--- config.mk ---
export PLATFORM = sky130hd
export DESIGN_NAME = pmc_power_mode_control
export DESIGN_NICKNAME = d
export VERILOG_FILES = /design/src/hdl/pmc_pkg.sv /design/src/hdl/pmc_power_mode_control.sv
export SDC_FILE = /design/constraint.sdc
export NUM_CORES = 1
export LEC_CHECK = 0
export BUFFER_PORTS_ARGS = -buffer_cell sky130_fd_sc_hd__buf_4
export CORE_ASPECT_RATIO = 0.6
export CORE_MARGIN = 2
export CORE_UTILIZATION = 30
export CTS_BUF_LIST = sky130_fd_sc_hd__clkbuf_16
export DETAILED_ROUTE_END_ITERATION = 16
export PLACE_DENSITY_LB_ADDON = 0.2
export SLEW_MARGIN = 15
export SYNTH_ARGS = -nofsm -noshare
export SYNTH_HDL_FRONTEND = slang
export SYNTH_SLANG_ARGS = --single-unit
export TNS_END_PERCENT = 5
--- constraint.sdc ---
create_clock -name pclk -period 5.6 [get_ports pclk]
set_clock_uncertainty 0.15 [all_clocks]
set_input_delay 0.84 -clock pclk [delete_from_list [all_inputs] [get_ports pclk]]
set_output_delay 0.84 -clock pclk [all_outputs]
set_load 0.05 [all_outputs]
--- src/hdl/pmc_pkg.sv ---
// constants and types for the power mode controller
package pmc_pkg;
  localparam logic [31:0] ctl_one_addr = 32'h0000_0000;
  localparam logic [31:0] ctl_two_addr = 32'h0000_0004;
  localparam logic [31:0] option_addr = 32'h0000_0008;
  localparam logic [31:0] status_addr = 32'h0000_000c;
  localparam int one_sleep_bit = 0;
  localparam int one_halt_bit = 1;
  localparam int two_arm_bit = 0;
  localparam int opt_wake_bit = 0;
  localparam int opt_sel_one_lsb = 4;
  localparam int opt_sel_two_lsb = 8;
  localparam int opt_pull_lsb = 12;
  localparam logic [15:0] option_reset = 16'h0000;
  localparam int wake_min_ns = 10000;
  localparam int clk_period_ns = 10;
  localparam int wake_min_cycles =
    (wake_min_ns + clk_period_ns - 1) / clk_period_ns;
  localparam int cpu_reset_delay = 32768;
  typedef enum logic [2:0] {
    pmc_active, pmc_standby, pmc_sleep, pmc_startup, pmc_reset
  } pmc_mode_type;
endpackage : pmc_pkg

--- src/hdl/pmc_power_mode_control.sv ---
// power mode controller: active, standby and sleep sequencing
`timescale 1ns/100ps
module pmc_power_mode_control #(
  parameter int startup_cycles = pmc_pkg::cpu_reset_delay,
  parameter int wake_cycles = pmc_pkg::wake_min_cycles
) (
  input wire logic pclk,
  input wire logic presetn,
  input wire logic por_n,
  input wire logic psel,
  input wire logic penable,
  input wire logic pwrite,
  input wire logic [31:0] paddr,
  input wire logic [31:0] pwdata,
  output logic [31:0] prdata,
  output logic pready,
  output logic pslverr,
  input wire logic halt_exec,
  input wire logic irq_pending,
  input wire logic reset_pin,
  input wire logic [3:0] input_port_a,
  input wire logic port_reset_active,
  input wire logic level_measure_busy,
  output logic instr_clk_en,
  output logic osc_en,
  output logic cpu_reset,
  output logic system_reset,
  output logic periph_run,
  output logic port_b_hiz,
  output logic port_a_en,
  output logic level_detect_en,
  output logic strobe_sleep,
  output logic [3:0] pull_sel
);
  import pmc_pkg::*;

  pmc_mode_type mode_r, mode_nxt;
  logic sleep_r, sleep_nxt;
  logic arm_r;
  logic [15:0] option_r;
  logic [15:0] cnt_r, cnt_nxt;
  logic [31:0] prdata_r;

  wire logic wr_en = psel && penable && pwrite;
  wire logic rd_en = psel && penable && !pwrite;
  wire logic hit_one = paddr == ctl_one_addr;
  wire logic hit_two = paddr == ctl_two_addr;
  wire logic hit_opt = paddr == option_addr;
  wire logic hit_stat = paddr == status_addr;
  wire logic mapped = hit_one || hit_two || hit_opt || hit_stat;
  wire logic wake_opt = option_r[opt_wake_bit];
  wire logic [3:0] sel_one = option_r[opt_sel_one_lsb +: 4];
  wire logic [3:0] sel_two = option_r[opt_sel_two_lsb +: 4];

  // selected port a combination: terms anded, a bit with both selects set is skipped and one with neither forces 0
  function automatic logic port_combo(input logic [3:0] s1,
                                      input logic [3:0] s2,
                                      input logic [3:0] pa);
    logic r;
    r = 1'b1;
    for (int n = 0; n < 4; n++) begin
      unique case ({s1[n], s2[n]})
        2'b00: r = 1'b0;
        2'b01: r = r & pa[n];
        2'b10: r = r & ~pa[n];
        2'b11: r = r;
      endcase
    end
    return r;
  endfunction : port_combo

  wire logic combo_hit = port_combo(sel_one, sel_two, input_port_a);
  wire logic sleep_wr = wr_en && hit_one && pwdata[one_sleep_bit];
  wire logic sleep_go = sleep_wr && arm_r;
  wire logic halt_go = halt_exec ||
    (wr_en && hit_one && pwdata[one_halt_bit]);
  wire logic pin_long = reset_pin && cnt_r >= 16'(wake_cycles - 1);
  wire logic wake_go = pin_long || (wake_opt && combo_hit);
  wire logic start_done = cnt_r >= 16'(startup_cycles - 1);

  always_comb begin
    mode_nxt = mode_r;
    sleep_nxt = sleep_r;
    cnt_nxt = cnt_r;
    unique case (mode_r)
      pmc_active: begin
        // only three exits from active
        if (port_reset_active) begin
          mode_nxt = pmc_reset;
        end else if (sleep_go) begin
          mode_nxt = pmc_sleep;
          sleep_nxt = 1'b1;
          cnt_nxt = 16'h0000;
        end else if (halt_go) begin
          mode_nxt = pmc_standby;
        end
      end
      pmc_standby: begin
        if (port_reset_active) begin
          mode_nxt = pmc_reset;
        end else if (irq_pending) begin
          mode_nxt = pmc_active;
        end
      end
      pmc_sleep: begin
        cnt_nxt = reset_pin ? cnt_r + 16'h0001 : 16'h0000;
        if (wake_go) begin
          mode_nxt = pmc_startup;
          sleep_nxt = 1'b0;
          cnt_nxt = 16'h0000;
        end
      end
      pmc_startup: begin
        cnt_nxt = cnt_r + 16'h0001;
        if (start_done) begin
          mode_nxt = pmc_active;
        end
      end
      pmc_reset: begin
        if (!port_reset_active) begin
          mode_nxt = pmc_active;
        end
      end
    endcase
  end

  always_ff @(posedge pclk or negedge presetn) begin
    if (!presetn) begin
      mode_r <= pmc_active;
      sleep_r <= 1'b0;
      cnt_r <= 16'h0000;
    end else begin
      mode_r <= mode_nxt;
      sleep_r <= sleep_nxt;
      cnt_r <= cnt_nxt;
    end
  end

  // arm and options survive system resets
  always_ff @(posedge pclk or negedge por_n) begin
    if (!por_n) begin
      arm_r <= 1'b0;
      option_r <= option_reset;
    end else begin
      if (wr_en && hit_two) begin
        arm_r <= pwdata[two_arm_bit];
      end
      if (wr_en && hit_opt && mode_r == pmc_active) begin
        option_r <= pwdata[15:0];
      end
    end
  end

  wire logic in_sleep = mode_r == pmc_sleep;
  wire logic in_hold = in_sleep || mode_r == pmc_startup ||
    mode_r == pmc_reset;
  wire logic [31:0] rd_mux =
    hit_one ? {31'h0, sleep_r} :
    hit_two ? {31'h0, arm_r} :
    hit_opt ? {16'h0, option_r} :
    hit_stat ? {29'h0, mode_r} : 32'h0000_0000;

  // read data loaded in setup so it stands through the access edge
  wire logic setup_ph = psel && !penable;
  wire logic [31:0] prdata_nxt = setup_ph ? rd_mux : prdata_r;
  wire logic pslverr_nxt = setup_ph && !mapped;
  // instruction clock stops in standby; level detect stays on only while a measure is busy
  wire logic instr_clk_en_nxt = mode_nxt == pmc_active;
  wire logic osc_en_nxt = mode_nxt != pmc_sleep;
  wire logic cpu_reset_nxt = mode_nxt inside {pmc_sleep, pmc_startup,
    pmc_reset};
  wire logic system_reset_nxt = mode_nxt inside {pmc_sleep,
    pmc_reset};
  wire logic periph_run_nxt = !(mode_nxt inside {pmc_sleep,
    pmc_startup});
  wire logic port_b_hiz_nxt = mode_nxt == pmc_sleep;
  wire logic port_a_en_nxt = mode_nxt != pmc_sleep || wake_opt;
  wire logic level_detect_en_nxt = (mode_nxt == pmc_active) ||
    (mode_nxt == pmc_standby && level_measure_busy) ||
    (mode_r == pmc_active && level_measure_busy);
  wire logic strobe_sleep_nxt = sleep_nxt;
  wire logic [3:0] pull_sel_nxt = option_r[opt_pull_lsb +: 4];

  always_ff @(posedge pclk or negedge presetn) begin
    if (!presetn) begin
      prdata_r <= 32'h0000_0000;
    end else begin
      prdata_r <= prdata_nxt;
    end
  end

  always_ff @(posedge pclk or negedge presetn) begin
    if (!presetn) begin
      pslverr <= 1'b0;
    end else begin
      pslverr <= pslverr_nxt;
    end
  end

  // no wait states: ready once out of reset
  always_ff @(posedge pclk or negedge presetn) begin
    if (!presetn) begin
      pready <= 1'b0;
    end else begin
      pready <= 1'b1;
    end
  end

  always_ff @(posedge pclk or negedge presetn) begin
    if (!presetn) begin
      instr_clk_en <= 1'b1;
    end else begin
      instr_clk_en <= instr_clk_en_nxt;
    end
  end

  always_ff @(posedge pclk or negedge presetn) begin
    if (!presetn) begin
      osc_en <= 1'b1;
    end else begin
      osc_en <= osc_en_nxt;
    end
  end

  always_ff @(posedge pclk or negedge presetn) begin
    if (!presetn) begin
      cpu_reset <= 1'b0;
    end else begin
      cpu_reset <= cpu_reset_nxt;
    end
  end

  always_ff @(posedge pclk or negedge presetn) begin
    if (!presetn) begin
      system_reset <= 1'b0;
    end else begin
      system_reset <= system_reset_nxt;
    end
  end

  always_ff @(posedge pclk or negedge presetn) begin
    if (!presetn) begin
      periph_run <= 1'b1;
    end else begin
      periph_run <= periph_run_nxt;
    end
  end

  always_ff @(posedge pclk or negedge presetn) begin
    if (!presetn) begin
      port_b_hiz <= 1'b0;
    end else begin
      port_b_hiz <= port_b_hiz_nxt;
    end
  end

  always_ff @(posedge pclk or negedge presetn) begin
    if (!presetn) begin
      port_a_en <= 1'b1;
    end else begin
      port_a_en <= port_a_en_nxt;
    end
  end

  always_ff @(posedge pclk or negedge presetn) begin
    if (!presetn) begin
      level_detect_en <= 1'b1;
    end else begin
      level_detect_en <= level_detect_en_nxt;
    end
  end

  always_ff @(posedge pclk or negedge presetn) begin
    if (!presetn) begin
      strobe_sleep <= 1'b0;
    end else begin
      strobe_sleep <= strobe_sleep_nxt;
    end
  end

  always_ff @(posedge pclk or negedge presetn) begin
    if (!presetn) begin
      pull_sel <= 4'h0;
    end else begin
      pull_sel <= pull_sel_nxt;
    end
  end

  assign prdata = prdata_r;
  wire logic unused_ok = in_hold;
endmodule : pmc_power_mode_control

* Word level (Yosys, flattened, before mapping)
Index checks and enable logic that the tools add are counted.
** Cells by class
- Add/subtract/negate cells :: 1
- $lt $le $gt $ge :: 2
- Equal/unequal tests :: 27
- Muxes and demuxes :: 26
- Bitwise operators :: 10
- Reduce and logical (&&, ||, !) cells :: 40
** Operators by type and width (number)
- two-way mux 16 bit :: 7
- equality test 32 x 4 -> 1 bit (second input constant) :: 2
- one-hot mux 16 bit (3 select lines) :: 1
- equality test 32 x 3 -> 1 bit (second input constant) :: 1
- logical NOT 32 bit :: 1
- two-way mux 3 bit :: 9
- adder 16 x 1 -> 16 bit (second input constant) :: 1
- equality test 2 bit (second input constant) :: 8
- >= comparator 16 x 10 -> 1 bit (second input constant) :: 1
- >= comparator 16 x 15 -> 1 bit (second input constant) :: 1
- one-hot mux 1 bit (4 select lines) :: 4
- logical AND 1 bit :: 15
- one-hot mux 3 bit (5 select lines) :: 1
- equality test 3 x 2 -> 1 bit (second input constant) :: 4
- equality test 2 x 1 -> 1 bit (second input constant) :: 4
- logical NOT 2 bit :: 4
- logical OR 1 bit :: 8
- bitwise AND 1 bit :: 6
- equality test 3 x 1 -> 1 bit (second input constant) :: 2
- equality test 3 bit (second input constant) :: 2
- logical NOT 3 bit :: 2
- != test 2 bit (second input constant) :: 3
- nonzero test 2 bit :: 3
- nonzero test 3 bit :: 2
- 7 further kinds :: 14
** Storage, ports and cells
- Bits in registers :: 83
- Bits of input ports :: 79
- Output and inout bits :: 47
- Word-level logic and storage cells :: 123

* Depth between registers and ports, before layout
Gate-level depths: netlist of run 1.
- Depth after elaboration :: 16
- Depth in mapped cells :: 10
- Depth with buffers taken out :: 8

* Worst setup path before layout of run 1
Ideal clock, no wire load.
- Kind :: input -> register
- Start :: input port paddr[2]
- End :: register port_a_en
- Setup time :: 88 ps
- Data arrival time :: 2361 ps
- Data required time :: 5362 ps
- Setup slack :: 3001 ps
- Stages :: 8
- Buffers on the path :: 2
- Path through :: buf_6 -> and4b_4 -> nand4b_1 -> nor3_4 -> a211oi_2 -> or2_0 -> clkbuf_2 -> or3_1
** Between the ends
- Longest elaborated chain between the ends :: 10
- Elaborated cells on any way between the ends :: 12
- Classes of those cells :: eq/ne (1); mux (4); reduce/logical (7)
** Ends and longest elaborated chain
- start: declaration :: line pmc_power_mode_control.sv:13 : input wire logic [31:0] paddr,
- logical NOT 32 bit * :: line pmc_power_mode_control.sv:46 : wire logic hit_one = paddr == ctl_one_addr;
- logical AND 1 bit * :: line pmc_power_mode_control.sv:73, pmc_power_mode_control.sv:76
- logical AND 1 bit :: line pmc_power_mode_control.sv:76 : (wr_en && hit_one && pwdata[one_halt_bit]);
- logical OR 1 bit :: line pmc_power_mode_control.sv:75 : wire logic halt_go = halt_exec ||
- two-way mux 3 bit :: line pmc_power_mode_control.sv:94 : end else if (halt_go) begin
- two-way mux 3 bit * :: line pmc_power_mode_control.sv:90 : end else if (sleep_go) begin
- two-way mux 3 bit * :: line pmc_power_mode_control.sv:88 : if (port_reset_active) begin
- one-hot mux 3 bit (5 select lines) * :: line pmc_power_mode_control.sv:85 : unique case (mode_r)
- != test 3 x 2 -> 1 bit * :: line pmc_power_mode_control.sv:177 : wire logic port_a_en_nxt = mode_nxt != pmc_sleep || wake_opt;
- logical OR 1 bit * :: line pmc_power_mode_control.sv:177
- via port_a_en_nxt :: line pmc_power_mode_control.sv:177
- end signal: assignment :: line pmc_power_mode_control.sv:261 : port_a_en <= port_a_en_nxt;
- end: declaration :: line pmc_power_mode_control.sv:30 : output logic port_a_en,
The timed path passes the listed nets; every way through them passes the cells marked *.
A chain may end at the register's enable or synchronous reset.

* Worst setup path after layout of run 1
- Start :: input port paddr[0]
- End :: register option_r[8]
** Between the ends
- Longest elaborated chain between the ends :: 3
** Ends and longest elaborated chain
- equality test 32 x 4 -> 1 bit :: line pmc_power_mode_control.sv:48 : wire logic hit_opt = paddr == option_addr;
- logical AND 1 bit (2 in a row) :: line pmc_power_mode_control.sv:148 : if (wr_en && hit_opt && mode_r == pmc_active) begin
- end signal: assignment :: line pmc_power_mode_control.sv:143 : option_r <= option_reset;
- end signal: assignment :: line pmc_power_mode_control.sv:149 : option_r <= pwdata[15:0];
- end: declaration :: line pmc_power_mode_control.sv:40 : logic [15:0] option_r;
No other way between the ends.

==> impl_results.md, run 1 <==
* NumNets Final at 497
* Buffer count from post-CTS setup fixing at 0
* Number of buffers and inverters on the critical path at 1
* Number of port buffers at 93
* Deepest clock path buffer count at 2
* Number of fill cells at 1,141
* Post-Synth Adder-Cell Area at 3.47%
* Top library cells by usage in the layout, fill and taps aside: sky130_fd_sc_hd__buf_4 (95), sky130_fd_sc_hd__dfrtp_1 (62), sky130_fd_sc_hd__mux2_2 (19), sky130_fd_sc_hd__nand2_1 (19), sky130_fd_sc_hd__conb_1 (17)
* Startpoint type of the worst setup path: primary input
* Routed Antenna Nets at 0
* Pwr per Cell Area at 257 nW/µm²
* Floorplan core area at 11,500 µm²
* Flops & latches, synth at 67
* Antenna violations before repair at 0
* Std cell rows at 30
* PostCTS Resize Cnt at 0
* Mux contribution to synthesized area at 7.67%
* Layout cells sized above 1 at 40.4%
* Clock tree from TritonCTS: built
* Number of antenna cells inserted at 0
* Min-delay worst type: in -> async
* Number of global-route vias before repair at 2,655
* Wirelength per Cell at 15.8 µm
* # H-tree levels at 3
* Synthesized area divided by synthesized cell count at 11.3 µm²
* Via Count at 2,732
* Max-slew violation count at 0
* Required time of the critical path at 5.66 ns
* Detailed Route Iter0 Violations at 172
* Share of Yosys cell area claimed by the top area cell type at 43.0%
* Largest driver fanout on the critical path at 16
* Number of hold-repair buffers added at the cts stage at 0
* Worst Max-Slew Pin Slew at 0.858 ns
* Peak supply drop at 166 µV
* Count of synthesis-stage warnings from yosys at 0
* Static power due to leakage at 0.00219 µW
* Cells taking the most area after synthesis: sky130_fd_sc_hd__dfrtp_1 (43%), sky130_fd_sc_hd__mux2_2 (5.9%), sky130_fd_sc_hd__buf_4 (3.7%)
* Synth cell types at 65
* Async set or reset register ratio after synthesis at 100%
* Area enclosed by the die boundary at 12,900 µm²
* Unrepaired setup endpoints after global routing: no
* Cell mode on critical path: sky130_fd_sc_hd__nand4_2
* Total overflow reported by the global router at 0
* Max_slew headroom at 42.8%
* Dominant combinational cell family by area after synthesis: simple AND/OR/NAND/NOR gates
* Main synth FF type: sky130_fd_sc_hd__dfrtp_1
* First-pass GRT wire length at 14.3 mm
* Chip height at 88.9 µm
* Reported max-cap violation count at 0
* Standard cell with the maximum stage delay on the critical path: sky130_fd_sc_hd__nand4_2
* Total clock buffers created by CTS at 9
* Worst endpoint data arrival time at 2.80 ns
* Max Fclk at 366 MHz
* Fraction of the mapped netlist area in compound gates at 13.3%
* Xor-xnor portion of the synthesized cell area at 0.729%
* Count of flip-flops with a built-in enable after synthesis at 0
* Starting utilization of the core area at 31.3%
* Start-to-end type of the worst setup path: in -> reg
* Worst-path clk slew at 0.06 ns
* Proportion of synthesized chip area in sequential cells at 46.7%
* Setup crit end kind: register
* Cell taking the most area after synthesis: sky130_fd_sc_hd__dfrtp_1
* Worst Hold Slack at 0.222 ns
* Number of sinks handled by clock tree synthesis at 67
* Leading cell type in the layout, fill and taps excluded: sky130_fd_sc_hd__buf_4
* Post-synthesis instance total at 318
* Total wirelength of the detailed-routed design at 9.05 mm
* Run status: complete, no violations
* Final hold vios at 0
* Sequential cell area in the final layout at 1680 µm²
* DRC violations left at 0
* Delay of the slowest cell on the worst path at 0.54 ns
* Final setup violation count at 0
* Post-DR vias/cell at 4.77
* Cell-by-cell listing of the critical path: buf_4 > nor4_2 > nand4_2 > nor2_4 > nand4_2 > mux2_2
* Total iterations of the first detailed-routing run at 4
* Source-to-sink clock delay at the later pin of the worst-skew pair at 0.33 ns
* Simple logic cell fraction of the synthesized area at 20.4%
* Non-Filler Instances at 573
* Detailed placer's ending HPWL at 6.65 mm
* Post-Syn Area at 3610 µm²
* Area growth from synthesis to layout at 28.5%
* CTS Root Buffer Type: sky130_fd_sc_hd__clkbuf_16
* I/O pin total at 126
* Number of cells after detailed placement at 557
* Cell type group with the largest total delay on the critical path: simple AND/OR/NAND/NOR gates
* Routability congestion estimate from global placement at 0.777
* Share of the cycle needed by the critical path after routing at 48.8%
* Footprint of the multi-input gates at 1710 µm²
* Overall Global Routing Usage at 14.5%
* Horizontal die dimension at 146 µm
* Post-route minimum period at 2.73 ns
* Pin count of the biggest net entering global routing at 51
* Fin Setup TNS at 0 ns
## cells in the mapped netlist, drive strengths merged, types with 3 or more instances
master  instances
a21oi          15
a22o           14
a31oi          10
a41oi           3
and3            4
buf            27
clkbuf          4
dfrtp          62
dfstp           5
ha             10
inv            10
mux2           19
mux2i           4
nand2          19
nand2b          4
nand3          11
nand4           7
nor2           17
nor3            8
nor4           10
o21ai          10
o22ai           4
o31ai           3
or2             3
or3             3
xor2            3
## logic make-up (layout without fill, tap and decap cells)
| kind of cell | after synthesis | count (layout) |
|---|---|---|
| other | 2 | 17 |
| XOR/XNOR | 3 | 3 |
| AND/OR/NAND/NOR | 104 | 104 |
| multiplexers | 24 | 24 |
| AO/OA/AOI/OAI | 67 | 67 |
| adder cells (fa/ha/maj) | 10 | 10 |
| buffers and inverters | 41 | 121 |
| flip-flops | 67 | 67 |
## metrics by stage
| stage | cell area, µm² | setup WS (ns) | util (%) | power (µW) |
|---|---|---|---|---|
| floorplan | 3660 | 3.00 | - | 583 |
| global placement | 4340 | 2.56 | 37.7 | 636 |
| detailed placement | 4340 | 2.53 | 37.7 | 637 |
| CTS | 4630 | 2.88 | 40.2 | 1210 |
| global route | 4630 | 2.70 | 40.2 | 1240 |
| finish | 4630 | 2.87 | 40.2 | 1190 |
## power by group
part / leakage (µW) / total (µW) / switching [µW] / internal, µW
combinational: 0.00115 / 129 / 82.4 / 46.7
clock: 0.000139 / 561 / 219 / 343
sequential: 0.000900 / 499 / 6.95 / 492
## layer usage
layer,track usage (%),up-vias,wire length (µm)
met1,21.7,1326,4910
li1,-,1322,-
met3,4.39,9,486
met4,4.90,0,89
met5,0,-,0
met2,19.7,75,3560
## area by class of cell
class	count	share of cell area, %
flip-flops and latches	67	36.3
clock buffers	9	4.86
repair buffers	95	15.4
inverters	10	0.810
well taps	160	4.32
multi-input cells	225	36.9
clock inverters	7	1.46
## worst register-to-register path: stages, from the launching register on
cell	delay, ns
sky130_fd_sc_hd__dfrtp_1	0.42
sky130_fd_sc_hd__inv_1	0.09
sky130_fd_sc_hd__ha_1	0.19
sky130_fd_sc_hd__nor4b_1	0.32
sky130_fd_sc_hd__nand2_1	0.09
sky130_fd_sc_hd__nor4_1	0.55
sky130_fd_sc_hd__o21ai_1	0.14
sky130_fd_sc_hd__buf_4	0.25
sky130_fd_sc_hd__a41oi_1	0.27
sky130_fd_sc_hd__a31oi_1	0.07
## path summary, 6_finish.rpt
| kind | cells after the start | start | slack [ns] | endpoint |
|---|---|---|---|---|
| min reg2reg | 0 | option_r[12] | 0.24 | pull_sel[0] |
| max in group asynchronous | 1 | presetn | 4.45 | prdata[2] |
| min | 1 | por_n | 0.22 | option_r[10] |
| max | 6 | paddr[0] | 2.87 | option_r[8] |
| min in group pclk | 0 | option_r[12] | 0.24 | pull_sel[0] |
| max reg2reg | 9 | option_r[9] | 2.93 | cnt_r[4] |
## state kept, by name, indices dropped and copies added (netlist names), 3 cells and up
name	count
cnt_r	16
mode_r	3
option_r	16
pull_sel	4
prdata	16
(Power assumes the default switching activity.)
==> run 2, diff against run 1 <==
Clock period 5.6 ns to 2.35 ns, I/O delays scaled along.
==> run 2 against run 1 <==
Power grew 140%. Sequential power up 140%. Final cell count rose by 4.5%. Critical path type is now reg -> reg. Largest cell class unchanged.
==> impl_results.md, run 2 (synthesis gave the netlist of run 1 again) <==
* Largest driver fanout on the critical path at 5 (-11)
* Max_slew headroom at 55.0% (+12 points)
* DRC violations left at 0 (unchanged)
* Share of the cycle needed by the critical path after routing at 95.7%
* End point of the worst hold path: option_r[10]
* Wirelength per Cell at 15.8 µm (+0.17%)
* Area enclosed by the die boundary at 12,900 µm² (unchanged)
* Chip height at 88.9 µm (unchanged)
* Worst endpoint data arrival time at 2.34 ns (-0.46 ns)
* Setup crit end kind: register
* Terminus of the critical flop-to-flop path: port_a_en
* Detailed placer's ending HPWL at 6.96 mm (+4.7%)
* CTS Root Buffer Type: sky130_fd_sc_hd__clkbuf_16
* Std cell rows at 30 (unchanged)
* Number of global-route vias before repair at 2,852 (+7.4%)
* Number of sinks handled by clock tree synthesis at 67 (unchanged)
* Leading cell type in the layout, fill and taps excluded: sky130_fd_sc_hd__buf_4
* NumNets Final at 523 (+5.2%)
* Max Fclk at 445 MHz
* Total power of the final layout at 2860 µW (+140%)
* Area post-placement at 4530 µm² (+4.3%)
* Final setup violation count at 0 (unchanged)
* Start-to-end type of the worst setup path: reg -> reg
* Deepest clock path buffer count at 2 (unchanged)
* Post-route minimum period at 2.25 ns
* Clock tree from TritonCTS: built
* Number of port buffers at 93 (unchanged)
* Horizontal die dimension at 146 µm (unchanged)
* Layout cells sized above 1 at 45.8% (+5.4 points)
* Max-slew violation count at 0 (unchanged)
* Total overflow reported by the global router at 0 (unchanged)
* Worst hold path stage count at 2
* Min-delay worst type: in -> reg
* Reported max-cap violation count at 0 (unchanged)
* Routed Antenna Nets at 0 (unchanged)
* Overall Global Routing Usage at 15.5% (+1.0 points)
* Number of antenna cells inserted at 0 (unchanged)
* Starting utilization of the core area at 31.3% (unchanged)
* Static power due to leakage at 0.00233 µW (+6.8%)
* Run status: complete, no violations
* Total wirelength of the detailed-routed design at 9.47 mm (+4.7%)
* Fin Setup TNS at 0 ns (unchanged)
* Antenna violations before repair at 0 (unchanged)
* Pwr per Cell Area at 584 nW/µm² (+130%)
* Final hold vios at 0 (unchanged)
* I/O pin total at 126 (unchanged)
* Final cell utilization of the core at 42.5% (+2.2 points)
* First-pass GRT wire length at 15.5 mm (+8.3%)
* Worst R2R Path Depth at 6 (-3)
* Post-DR vias/cell at 4.80 (+0.70%)
* Total iterations of the first detailed-routing run at 4 (unchanged)
* Total clock buffers created by CTS at 9 (unchanged)
* # H-tree levels at 3 (unchanged)
* Area growth from synthesis to layout at 35.7%
* Top library cells by usage in the layout, fill and taps aside: sky130_fd_sc_hd__buf_4 (116), sky130_fd_sc_hd__dfrtp_1 (58), sky130_fd_sc_hd__mux2_2 (19), sky130_fd_sc_hd__nand2_1 (19), sky130_fd_sc_hd__conb_1 (17)
* Startpoint type of the worst setup path: register
* Source-to-sink clock delay at the later pin of the worst-skew pair at 0.33 ns (about the same)
* Worst Max-Slew Pin Slew at 0.675 ns (-0.184 ns)
* Detailed Route Iter0 Violations at 147 (-15%)
* Worst-path clk slew at 0.06 ns (about the same)
* Required time of the critical path at 2.45 ns (-3.21 ns)
* Setup slack of the worst register-to-register path at 0.10 ns (-2.83 ns)
* R2r startpoint: mode_r[0]
* Peak supply drop at 395 µV (+140%)
* Final standard cell area without fillers at 4890 µm² (+5.6%)
* Pin count of the biggest net entering global routing at 51 (unchanged)
* Floorplan core area at 11,500 µm² (unchanged)
* Routability congestion estimate from global placement at 0.796 (+2.4%)
* HP Start: pwdata[10]
* Via Count at 2,876 (+5.3%)
==> run 2: report_power, final <==
group	internal [µW]	leakage (µW)	switching [µW]	total (µW)
sequential	1170	0.000894	10.6	1180
combinational	124	0.00130	208	332
clock	817	0.000139	523	1340
total	2110	0.00233	742	2860
==> run 2: critical path, stage by stage, from the launching register on <==
cell                       delay, ns
sky130_fd_sc_hd__dfrtp_1        0.45
sky130_fd_sc_hd__o21ai_2        0.11
sky130_fd_sc_hd__or4b_4         0.53
sky130_fd_sc_hd__a31oi_4        0.20
sky130_fd_sc_hd__a211oi_2       0.08
sky130_fd_sc_hd__or2_0          0.30
sky130_fd_sc_hd__or3_1          0.35
==> run 2: worst max-delay path by stage <==
| stage | startpoint | to | slack (ns) | depth (start not counted) |
|---|---|---|---|---|
| detailed placement | option_r[5] | cnt_r[9] | -0.008 | 10 |
| finish | mode_r[0] | port_a_en | 0.10 | 6 |
| floorplan | option_r[5] | cnt_r[0] | 0.17 | 9 |
| global route | cnt_r[7] | level_detect_en | -0.03 | 7 |
| CTS | option_r[5] | cnt_r[14] | 0.05 | 10 |
| global placement | option_r[5] | cnt_r[14] | 0.02 | 10 |
==> run 2: layer usage <==
| layer | up-vias | wire length (µm) | part of all wire (%) | track usage (%) |
|---|---|---|---|---|
| met1 | 1403 | 4990 | 53 | 23.6 |
| met2 | 102 | 3830 | 40 | 21.5 |
| met3 | 2 | 623 | 6.6 | 4.80 |
| met4 | 0 | 27 | 0.28 | 3.21 |
| met5 | - | 0 | 0 | 0 |
| li1 | 1369 | - | - | - |
==> run 2: what timing repair did <==
| item | in CTS | in global routing |
|---|---|---|
| endpoints found under the hold margin | 62 | 0 |
| endpoints found under the setup margin | 2 | 22 |
| gates resized for setup | 1 | 13 |
| hold buffers | 2 | 0 |
| pin swaps | 0 | 5 |
| buffers inserted | 1 | 0 |
==> run 2: final cells by class <==
cell class	instances	area [µm²]
fillers	1128	6630
multi-input cells	225	1740
flip-flops and latches	67	1690
repair buffers	121	933
clock buffers	9	225
well taps	160	200
clock inverters	7	67.6
inverters	10	37.5
==> run 2: stage by stage <==
stage / cells / worst slack, ns / hold WS [ns]
after floorplan: 333 / 0.170 / -0.0931
after global placement: 580 / 0.0174 / 0.0885
after detailed placement: 580 / -0.00753 / 0.0938
after CTS: 599 / 0.0466 / 0.0864
after global routing: 599 / -0.0299 / 0.0892
final: 599 / 0.101 / 0.104
